==> src/delay_timer_pkg.sv <==
`default_nettype none
package delay_timer_pkg;

    // Wishbone register byte offsets.
    localparam logic [3:0] CTRL_OFFSET = 4'h0;
    localparam logic [3:0] CONST_OFFSET = 4'h4;
    localparam logic [3:0] STATUS_OFFSET = 4'h8;
    localparam logic [3:0] ELAPSED_OFFSET = 4'hc;
    localparam int ADDR_W = 4;

    // Control register field positions.
    localparam int RUN_GATE_BIT = 0;
    localparam int CLEAR_BIT = 1;
    localparam int ON_TRIG_BIT = 2;
    localparam int OFF_TRIG_BIT = 3;
    localparam int LIMIT_TRIG_BIT = 4;
    localparam int CTRL_W = 5;

    // Status register field positions.
    localparam int STATE_BIT = 0;
    localparam int MODE_LSB = 1;
    localparam int PHASE_LSB = 3;

    // Reset values.
    localparam logic [4:0] CTRL_RESET = 5'h01;
    localparam logic [31:0] CONST_RESET = 32'h0000_0000;
    localparam logic [31:0] ELAPSED_RESET = 32'h0000_0000;

    // Timing: one elapsed-time unit is one millisecond.
    localparam int CLK_HZ = 200_000_000;
    localparam int TICK_MS = 1;
    localparam int TICK_CYCLES = CLK_HZ / 1000 * TICK_MS;

    typedef enum logic [1:0] {
        MODE_NONE = 2'b00,
        MODE_ON = 2'b01,
        MODE_OFF = 2'b11,
        MODE_LIMIT = 2'b10
    } mode_t;

    typedef enum logic [1:0] {
        PH_IDLE = 2'b00,
        PH_TIMING = 2'b01,
        PH_HOLD = 2'b11,
        PH_DONE = 2'b10
    } phase_t;

    typedef struct packed {
        logic pulse_limit_trigger;
        logic delayed_off_trigger;
        logic delayed_on_trigger;
        logic clear_input;
        logic run_gate;
    } ctrl_t;

endpackage
`default_nettype wire

==> src/ms_tick_gen.sv <==
`timescale 1ns/100ps
`default_nettype none
module ms_tick_gen
    import delay_timer_pkg::*;
#(
    parameter int DIV = TICK_CYCLES
) (
    input wire logic ref_clk,
    input wire logic rst,
    output logic tick
);
    logic [31:0] cnt_q;

    always_ff @(posedge ref_clk or posedge rst) begin
        if (rst) begin
            cnt_q <= 32'h0000_0000;
            tick <= 1'b0;
        end else if (cnt_q == 32'(DIV - 1)) begin
            cnt_q <= 32'h0000_0000;
            tick <= 1'b1;
        end else begin
            cnt_q <= cnt_q + 32'h0000_0001;
            tick <= 1'b0;
        end
    end
endmodule
`default_nettype wire

==> src/edge_detect.sv <==
`timescale 1ns/100ps
`default_nettype none
module edge_detect #(
    parameter int W = 4
) (
    input wire logic ref_clk,
    input wire logic rst,
    input wire logic [W-1:0] level,
    output logic [W-1:0] rise,
    output logic [W-1:0] fall
);
    logic [W-1:0] prev_q;

    // Previous levels start low, so a bit set at reset release counts as a rise.
    always_ff @(posedge ref_clk or posedge rst) begin
        if (rst) begin
            prev_q <= '0;
        end else begin
            prev_q <= level;
        end
    end

    assign rise = level & ~prev_q;
    assign fall = ~level & prev_q;
endmodule
`default_nettype wire

==> src/multi_mode_delay_timer.sv <==
// Behaviour
// On-delay rising trigger starts timing, output low
// On-delay expiry sets output until trigger falls
// On-delay elapsed held until next rising trigger
// On-delay early fall freezes count, output low
// Clear rising edge zeroes output and elapsed
// Low run gate pauses counting until high
// Off-delay rising trigger sets output, no timing
// Off-delay falling trigger starts timing from zero
// Off-delay and limit expiry stop, output low
// Off-delay elapsed held until fresh rising trigger
// Off-delay early rise retriggers, restarts from zero
// Limit rising trigger sets output, starts timing
// Limit early fall stops timing, output low
// Limit elapsed held; new rise needed restart
// Controller supplies 32-bit millisecond time constant
// Start-up leaves output low, elapsed zero
// Triggering sets run gate high by default
// Elapsed is 32-bit, one per millisecond tick
// Last accepted trigger selects mode; others ignored
`timescale 1ns/100ps
`default_nettype none
module multi_mode_delay_timer
    import delay_timer_pkg::*;
#(
    parameter int TICK_DIV = TICK_CYCLES
) (
    input wire logic ref_clk,
    input wire logic rst,
    input wire logic wb_cyc_i,
    input wire logic wb_stb_i,
    input wire logic wb_we_i,
    input wire logic [ADDR_W-1:0] wb_adr_i,
    input wire logic [3:0] wb_sel_i,
    input wire logic [31:0] wb_dat_i,
    output logic [31:0] wb_dat_o,
    output logic wb_ack_o,
    output logic timer_state
);
    ctrl_t ctrl_q;
    logic [31:0] const_q;
    logic [31:0] elapsed_q;
    mode_t mode_q;
    phase_t phase_q;
    logic tick;
    logic [3:0] lv;
    logic [3:0] rise;
    logic [3:0] fall;
    logic bus_req;
    logic wr_ctrl;
    logic wr_const;
    logic clr_rise;
    logic ready_to_arm;
    logic acc_on;
    logic acc_off;
    logic acc_limit;
    logic expired;
    logic count_en;

    function automatic logic [31:0] merge_lanes(input logic [31:0] old_v,
                                                input logic [31:0] new_v,
                                                input logic [3:0] sel);
        logic [31:0] r;
        r = old_v;
        for (int i = 0; i < 4; i++) begin
            if (sel[i]) begin
                r[8*i +: 8] = new_v[8*i +: 8];
            end
        end
        return r;
    endfunction

    ms_tick_gen #(.DIV(TICK_DIV)) u_tick (
        .ref_clk(ref_clk),
        .rst(rst),
        .tick(tick)
    );

    // Bit 0 clear, 1 on-delay, 2 off-delay, 3 pulse-limit.
    assign lv = {ctrl_q.pulse_limit_trigger, ctrl_q.delayed_off_trigger,
                 ctrl_q.delayed_on_trigger, ctrl_q.clear_input};

    edge_detect #(.W(4)) u_edges (
        .ref_clk(ref_clk),
        .rst(rst),
        .level(lv),
        .rise(rise),
        .fall(fall)
    );

    // Single-cycle classic slave: ack one edge after the request is seen.
    assign bus_req = wb_cyc_i && wb_stb_i && !wb_ack_o;
    assign wr_ctrl = bus_req && wb_we_i && (wb_adr_i == CTRL_OFFSET);
    assign wr_const = bus_req && wb_we_i && (wb_adr_i == CONST_OFFSET);

    assign clr_rise = rise[0];
    // Triggers are only accepted with the gate high and clear low; an armed
    // timer owns the mode, so other triggers cannot steal it mid-sequence.
    assign ready_to_arm = ctrl_q.run_gate && !ctrl_q.clear_input && !clr_rise;
    assign acc_on = ready_to_arm && rise[1] &&
                    (phase_q == PH_IDLE || phase_q == PH_DONE);
    assign acc_off = ready_to_arm && rise[2] &&
                     (phase_q == PH_IDLE || phase_q == PH_DONE ||
                      mode_q == MODE_OFF);
    assign acc_limit = ready_to_arm && rise[3] &&
                       (phase_q == PH_IDLE || phase_q == PH_DONE);
    assign expired = (phase_q == PH_TIMING) && (elapsed_q >= const_q);
    // A stopping fall freezes the count in the very cycle it is seen, even on a tick.
    assign count_en = (phase_q == PH_TIMING) && !expired && tick && ctrl_q.run_gate &&
                      !(mode_q == MODE_ON && fall[1]) &&
                      !(mode_q == MODE_LIMIT && fall[3]);

    always_ff @(posedge ref_clk or posedge rst) begin
        if (rst) begin
            wb_ack_o <= 1'b0;
        end else begin
            wb_ack_o <= bus_req;
        end
    end

    always_ff @(posedge ref_clk or posedge rst) begin
        if (rst) begin
            wb_dat_o <= 32'h0000_0000;
        end else if (bus_req && !wb_we_i) begin
            case (wb_adr_i)
                CTRL_OFFSET: wb_dat_o <= {27'h0, ctrl_q};
                CONST_OFFSET: wb_dat_o <= const_q;
                STATUS_OFFSET: wb_dat_o <= {27'h0, phase_q, mode_q, timer_state};
                ELAPSED_OFFSET: wb_dat_o <= elapsed_q;
                default: wb_dat_o <= 32'h0000_0000;
            endcase
        end
    end

    always_ff @(posedge ref_clk or posedge rst) begin
        if (rst) begin
            ctrl_q <= ctrl_t'(CTRL_RESET);
        end else begin
            if (wr_ctrl && wb_sel_i[0]) begin
                ctrl_q <= ctrl_t'(wb_dat_i[CTRL_W-1:0]);
            end
            // The hardware default wins over a write landing in the same cycle.
            if (acc_on || acc_off || acc_limit) begin
                ctrl_q.run_gate <= 1'b1;
            end
        end
    end

    // Any 32-bit value is legal; zero expires on the first timing cycle.
    always_ff @(posedge ref_clk or posedge rst) begin
        if (rst) begin
            const_q <= CONST_RESET;
        end else if (wr_const) begin
            const_q <= merge_lanes(const_q, wb_dat_i, wb_sel_i);
        end
    end

    always_ff @(posedge ref_clk or posedge rst) begin
        if (rst) begin
            elapsed_q <= ELAPSED_RESET;
        end else if (clr_rise) begin
            elapsed_q <= 32'h0000_0000;
        end else if (acc_on || acc_off || acc_limit) begin
            elapsed_q <= 32'h0000_0000;
        end else if (mode_q == MODE_OFF && phase_q == PH_HOLD && fall[2]) begin
            elapsed_q <= 32'h0000_0000;
        end else if (count_en) begin
            elapsed_q <= elapsed_q + 32'h0000_0001;
        end
    end

    always_ff @(posedge ref_clk or posedge rst) begin
        if (rst) begin
            mode_q <= MODE_NONE;
            phase_q <= PH_IDLE;
            timer_state <= 1'b0;
        end else if (clr_rise) begin
            mode_q <= MODE_NONE;
            phase_q <= PH_IDLE;
            timer_state <= 1'b0;
        end else if (acc_on) begin
            mode_q <= MODE_ON;
            phase_q <= PH_TIMING;
            timer_state <= 1'b0;
        end else if (acc_off) begin
            mode_q <= MODE_OFF;
            phase_q <= PH_HOLD;
            timer_state <= 1'b1;
        end else if (acc_limit) begin
            mode_q <= MODE_LIMIT;
            phase_q <= PH_TIMING;
            timer_state <= 1'b1;
        end else begin
            case (mode_q)
                MODE_ON: begin
                    if (phase_q == PH_TIMING && fall[1]) begin
                        phase_q <= PH_DONE;
                    end else if (expired) begin
                        phase_q <= PH_HOLD;
                        timer_state <= 1'b1;
                    end else if (phase_q == PH_HOLD && fall[1]) begin
                        phase_q <= PH_DONE;
                        timer_state <= 1'b0;
                    end
                end
                MODE_OFF: begin
                    if (phase_q == PH_HOLD && fall[2]) begin
                        phase_q <= PH_TIMING;
                    end else if (expired) begin
                        phase_q <= PH_DONE;
                        timer_state <= 1'b0;
                    end
                end
                MODE_LIMIT: begin
                    if (phase_q == PH_TIMING && fall[3]) begin
                        phase_q <= PH_DONE;
                        timer_state <= 1'b0;
                    end else if (expired) begin
                        phase_q <= PH_DONE;
                        timer_state <= 1'b0;
                    end
                end
                default: begin
                    phase_q <= PH_IDLE;
                    timer_state <= 1'b0;
                end
            endcase
        end
    end

    logic no_arm;
    assign no_arm = !(acc_on || acc_off || acc_limit) && !clr_rise;
endmodule
`default_nettype wire

==> config.mk <==
export PLATFORM = sky130hd
export DESIGN_NAME = multi_mode_delay_timer
export DESIGN_NICKNAME = d
export VERILOG_FILES = /design/src/delay_timer_pkg.sv /design/src/ms_tick_gen.sv /design/src/edge_detect.sv /design/src/multi_mode_delay_timer.sv
export SDC_FILE = /design/constraint.sdc
export NUM_CORES = 1
export LEC_CHECK = 0
export ABC_AREA = 1
export BUFFER_PORTS_ARGS = -buffer_cell sky130_fd_sc_hd__clkbuf_2
export CORE_MARGIN = 5
export CORE_UTILIZATION = 40
export DETAILED_ROUTE_END_ITERATION = 7
export GPL_TIMING_DRIVEN = 0
export HOLD_SLACK_MARGIN = 0.02
export PLACE_DENSITY_LB_ADDON = 0.25
export SLEW_MARGIN = 30
export SYNTH_ARGS = -nofsm -noshare
export SYNTH_HDL_FRONTEND = slang
export SYNTH_HIERARCHICAL = 1
export SYNTH_SLANG_ARGS = --single-unit
==> constraint.sdc <==
create_clock -name ref_clk -period 3.6 [get_ports ref_clk]
set_input_delay 0.18 -clock ref_clk [delete_from_list [all_inputs] [get_ports ref_clk]]
set_output_delay 0.18 -clock ref_clk [all_outputs]
set_load 0.03 [all_outputs]
### Yosys cells after proc, flatten, opt, wreduce, memory -nomap -nowiden

Index checks and enable logic that the tools add are counted.

* bits of input ports: 45
* logic and storage cells: 124
* flip-flop bits (word level): 144
* output and inout port bits: 34

* order comparisons: 1
* muxes and demuxes: 35
* bitwise operators: 4
* eq/ne operators: 14
* reduce and logical (&&, ||, !) cells: 50
* add/subtract/negate cells: 2

Operators with widths (number)
* 2-to-1 mux 32 bit: 5
* case mux 32 bit (4 select lines): 1
* adder 32 x 1 -> 32 bit (second input constant): 2
* == test 32 x 18 -> 1 bit (second input constant): 1
* greater-or-equal comparator 32 bit: 1
* logical AND 1 bit: 29
* 2-to-1 mux 2 bit: 14
* 2-to-1 mux 1 bit: 13
* inequality test 6 bit (second input constant): 2
* AND 4 bit: 2
* == test 2 bit (second input constant): 4
* == test 4 bit (second input constant): 2
* inequality test 8 x 6 -> 1 bit (second input constant): 1
* NOT 4 bit: 2
* AND reduction 2 bit: 4
* nonzero test 4 bit: 2
* logical NOT 1 bit: 7
* inequality test 7 x 6 -> 1 bit (second input constant): 1
* case mux 2 bit (3 select lines): 1
* == test 2 x 1 -> 1 bit (second input constant): 2
* == test 4 x 3 -> 1 bit (second input constant): 1
* logical NOT 4 bit: 1
* logical OR 1 bit: 4
* case mux 1 bit (3 select lines): 1
* other kinds (3): 3

### Longest topological paths before layout

* depth after elaboration: 12
* gate-level depth with buffers: 21
* depth with buffers taken out: 21

### Modules after synthesis

Netlist, hierarchy kept.

Modules (own cells, without submodules)
* multi_mode_delay_timer: instances 1, area each 6567.5 um^2, seq. area each 2678.8 um^2, cells each 848
* ms_tick_gen: instances 1, area each 2060.7 um^2, seq. area each 825.8 um^2, cells each 288
* edge_detect: instances 1, area each 163.9 um^2, seq. area each 100.1 um^2, cells each 21

### Worst setup path after synthesis

Ideal clock, no wire load.

* kind: reg2reg
* from: register elapsed_q[7]
* to: register timer_state
* data arrival time: 1.706 ns
* stages on the path, launching flop included: 17
* required time: 3.482 ns
* clock period less this slack: 1.824 ns
* path slack: 1.776 ns
* path buffers: 0
* setup time: 0.118 ns
* cell sequence: dfrtp_1 > ha_1 > nand2_1 > inv_1 > nand2_1 > nand2_1 > nor2_1 > nand2_1 > nand2_1 > nand2_1 > nand2_1 > nand2_1 > nand2_1 > nor2_1 > nand3b_1 > nand3b_1 > nand2_1

* cells in the longest elaborated chain, start to end: 9
* elaborated cells on any way between the ends: 14
* classes of those cells: order compare: 1; eq/ne: 1; mux: 10; reduce/logical: 2

Ends and longest elaborated chain
* from (decl): RTL line multi_mode_delay_timer.sv:42 `logic [31:0] elapsed_q;`
* from (signal assigned): RTL line multi_mode_delay_timer.sv:168 `elapsed_q <= elapsed_q + 32'h0000_0001;`
* greater-or-equal comparator 32 bit (*): RTL line multi_mode_delay_timer.sv:107 `assign expired = (phase_q == PH_TIMING) && (elapsed_q >= const_q);`
* logical AND 1 bit (*): RTL line multi_mode_delay_timer.sv:107
* 2-to-1 mux 1 bit, on equally long branches (2 in a row)
* case mux 1 bit (3 select lines): RTL line multi_mode_delay_timer.sv:194 `case (mode_q)`
* 2-to-1 mux 1 bit: RTL line multi_mode_delay_timer.sv:189 `end else if (acc_limit) begin`
* 2-to-1 mux 1 bit: RTL line multi_mode_delay_timer.sv:185 `end else if (acc_off) begin`
* 2-to-1 mux 1 bit: RTL line multi_mode_delay_timer.sv:181 `end else if (acc_on) begin`
* 2-to-1 mux 1 bit: RTL line multi_mode_delay_timer.sv:177 `end else if (clr_rise) begin`
* to (signal assigned): RTL line multi_mode_delay_timer.sv:176 `timer_state <= 1'b0;`
* to (signal assigned): RTL line multi_mode_delay_timer.sv:180 `timer_state <= 1'b0;`
* to (signal assigned): RTL line multi_mode_delay_timer.sv:184 `timer_state <= 1'b0;`
* to (decl): RTL line multi_mode_delay_timer.sv:38 `output logic timer_state`

Mark *: on every way between the ends. The rest lies on a longest branch, timed or not. The select of a mux whose other input is x is not followed.
A chain may end at the register's enable or synchronous reset.

### Worst setup path in the final report

* from: register elapsed_q[0]
* to: register phase_q[1]

* cells in the longest elaborated chain, start to end: 9
* elaborated cells on any way between the ends: 13
* classes of those cells: order compare: 1; eq/ne: 1; mux: 10; reduce/logical: 1

Ends and longest elaborated chain
* greater-or-equal comparator 32 bit (*): RTL line multi_mode_delay_timer.sv:107
* logical AND 1 bit (*): RTL line multi_mode_delay_timer.sv:107
* 2-to-1 mux 2 bit, on equally long branches (2 in a row)
* case mux 2 bit (3 select lines): RTL line multi_mode_delay_timer.sv:194
* 2-to-1 mux 2 bit: RTL line multi_mode_delay_timer.sv:189
* 2-to-1 mux 2 bit: RTL line multi_mode_delay_timer.sv:185
* 2-to-1 mux 2 bit: RTL line multi_mode_delay_timer.sv:181
* 2-to-1 mux 2 bit: RTL line multi_mode_delay_timer.sv:177
* to (signal assigned): RTL line multi_mode_delay_timer.sv:179 `phase_q <= PH_IDLE;`
* to (signal assigned): RTL line multi_mode_delay_timer.sv:183 `phase_q <= PH_TIMING;`
* to (signal assigned): RTL line multi_mode_delay_timer.sv:187 `phase_q <= PH_HOLD;`
* to (decl): RTL line multi_mode_delay_timer.sv:44 `phase_t phase_q;`

Mark *: on every way between the ends. The rest lies on a longest branch, timed or not.

==> metrics.cfg <==
[timing]
maxSlewHeadroom_pct = 54.0
fin_crit_ps = 2260
finClkSkew_ps = 8.29
rsz0062_at_grt = no
hold_viol_final = 0
max_freq_mhz = 442
fin_ws_ps = 1340
setup_viol_count_final = 0
timing.final.crit_share_pct = 62.9
final_max_slew_viol_count = 0
worst_slew_pin_slew_ps = 689

[job]
cap_violations = 0

[yosys]
syn_area_sq_um = 8780
synth_cells = 1155
yosys_warnings = 6
syn_nets = 1234
syn_area_per_cell_sq_um = 7.61

[setup_path]
critical_path.cell_chain = inv_1 -> ha_1 -> nand4_1 -> nor2_1 -> nor2_1 -> nand2_1 -> nand2_1 -> nand2_1 -> nand2_1 -> nand2_1 -> nand2_1 -> nand2_1 -> nand2_1 -> nand2_1 -> nand2_1 -> nand2_1 -> nand2_1 -> nand2_1
reg2reg_to = phase_q[1]$_DFFE_PP0P_
start_kind = flop
path_common_cell = nand2_1
critPathRequiredTime_ps = 3920
crit_fanout = 7
cp-endpoint = phase_q[1]$_DFFE_PP0P_
cp-end-kind = flop
rr_startpoint = elapsed_q[0]$_DFFE_PP0P_
slowest_delay_ps = 400
critical-path-slowest-cell = dfrtp_1
crit_start = elapsed_q[0]$_DFFE_PP0P_
path_class = flop to flop
rrSetupSlack_ps = 1340
arrival_ps = 2590
worst-r2r-cell-count = 18

[clock_tree]
cts_tree = done
cts.sinks = 144
htreeDepth = 4
cts.path.max_buffers = 2
post-cts-setup-buffers = 0
cts.clk_slew.worst_paths_ps = 60
worstSkewPairLatency_ps = 430
numCtsBuffers = 17
root_buffer = clkbuf_16

[cells_and_area]
area_growth_pct = 19.3
antenna_cells = 0
design_area_sq_um = 10500
final_common_cell = nand2_1
nFillCells = 2206
final_cells = 1579
post-route-util_pct = 48.2
mostFrequentLayoutCells = nand2_1 (332), inv_1 (154), dfrtp_1 (143), nor2_1 (96), clkbuf_2 (78)
finalNetCount = 1365
drive_gt1_share_pct = 15.7

[global_route]
grt_pass1_wl_um = 38600
antenna_found_initial = 0
track_usage_pct = 19.4
grt.overflow.total = 0
grt_pass1_vias = 7758
grt_max_degree = 81

[die]
num_rows = 54
die_area_sq_um = 25000
die_y_um = 158
core-area_sq_um = 21800
die_x_um = 158
initial_core_util_pct = 40.4
pin_count = 79

[pwr]
powerDensity_nw_per_um2 = 405
combinationalPowerShare_pct = 16.7
power_frac_seq_pct = 42.3
p_sw_w = 0.00130
p_leak_nw = 5.22
swShare_pct = 30.6
p_int_w = 0.00295
ir_worst_vdd_mv = 0.305
clockPowerShare_pct = 41.1

[drt]
drc = 0
avgViaCountPerCell = 4.92
vias = 7773
ant_nets = 0
wl_um = 23100
wl_per_cell_um = 14.7
drtIter0Drc = 432
drtPass1Iterations = 5

[placed_design]
placed_area_sq_um = 9570
gp_congestion = 0.922
hpwlAfterDp_um = 17800
pre_cts_slack_ps = 1350
port-buffer-count = 78
numPlacedInstances = 1514

[status]
status = complete, no violations

[min_path]
hp-class = input pin to flop
hp-start = wb_cyc_i

[state kept, by name, summed over array words and instances (netlist names)]
name	count
u_tick/tick	1
wb_ack_o	1
phase_q	2
ctrl_q	5
u_edges/prev_q	4
const_q	32
wb_dat_o	32
timer_state	1
u_tick/cnt_q	32
mode_q	2
elapsed_q	32
[layer usage]
| layer | wire length [um] | vias to the layer above | global-route usage, % |
|---|---|---|---|
| li1 | - | 3952 | - |
| met4 | 445 | 0 | 6.13 |
| met3 | 904 | 32 | 3.12 |
| met2 | 10900 | 161 | 31.9 |
| met5 | 0 | - | 0 |
| met1 | 10900 | 3628 | 26.3 |
[power groups by stage]
stage / clock network, W / registers [W] / logic [W]
final: 0.00174 / 0.00179 / 0.000708
after floorplan: 0 / 0.00186 / 0.000428
after detailed placement: 0 / 0.00182 / 0.000685
after global placement: 0 / 0.00182 / 0.000664
after global routing: 0.00186 / 0.00180 / 0.000798
after CTS: 0.00178 / 0.00179 / 0.000713
[repair_timing]
action,in CTS,in global routing
hold endpoints to repair,100,0
hold buffers,33,0
gates resized for setup,0,0
[per-stage QoR]
step | hold WS [ps] | setup TNS [ps] | power [W]
3_5_place_dp | 178 | 0 | 0.00250
3_3_place_gp | 100 | -90020 | 0.00249
6_report | 32.4 | 0 | 0.00425
5_1_grt | 37.2 | 0 | 0.00446
4_1_cts | 22.6 | 0 | 0.00428
2_1_floorplan | -53.9 | 0 | 0.00229
[area by class of cell]
type	count	area, sq um	area share, %
Buffer	30	170	1.62
Sequential cell	144	3600	34.4
Clock buffer	19	453	4.32
Multi-Input combinational cell	819	4410	42.1
Clock inverter	13	129	1.23
Inverter	162	616	5.87
Tap cell	280	350	3.34
Timing Repair Buffer	112	748	7.14
[worst min-delay path by stage]
| stage | slack, ps | depth (start not counted) | end |
|---|---|---|---|
| finish | 30 | 3 | wb_ack_o$_DFF_PP0_ |
| global route | 40 | 3 | wb_ack_o$_DFF_PP0_ |
| global placement | 100 | 2 | u_edges/prev_q[0]$_DFF_PP0_ |
| CTS | 20 | 3 | wb_ack_o$_DFF_PP0_ |
| floorplan | -50 | 1 | u_edges/prev_q[0]$_DFF_PP0_ |
| detailed placement | 180 | 2 | u_edges/prev_q[0]$_DFF_PP0_ |
[critical path, delay by kind of cell (launching register included)]
kind / cells / cell delay (ps)
fa+ha+maj: 1 / 280
buf+inv: 1 / 210
simple gates: 16 / 1240
flops: 1 / 400
Note: power is estimated with default switching activity, not from simulation.
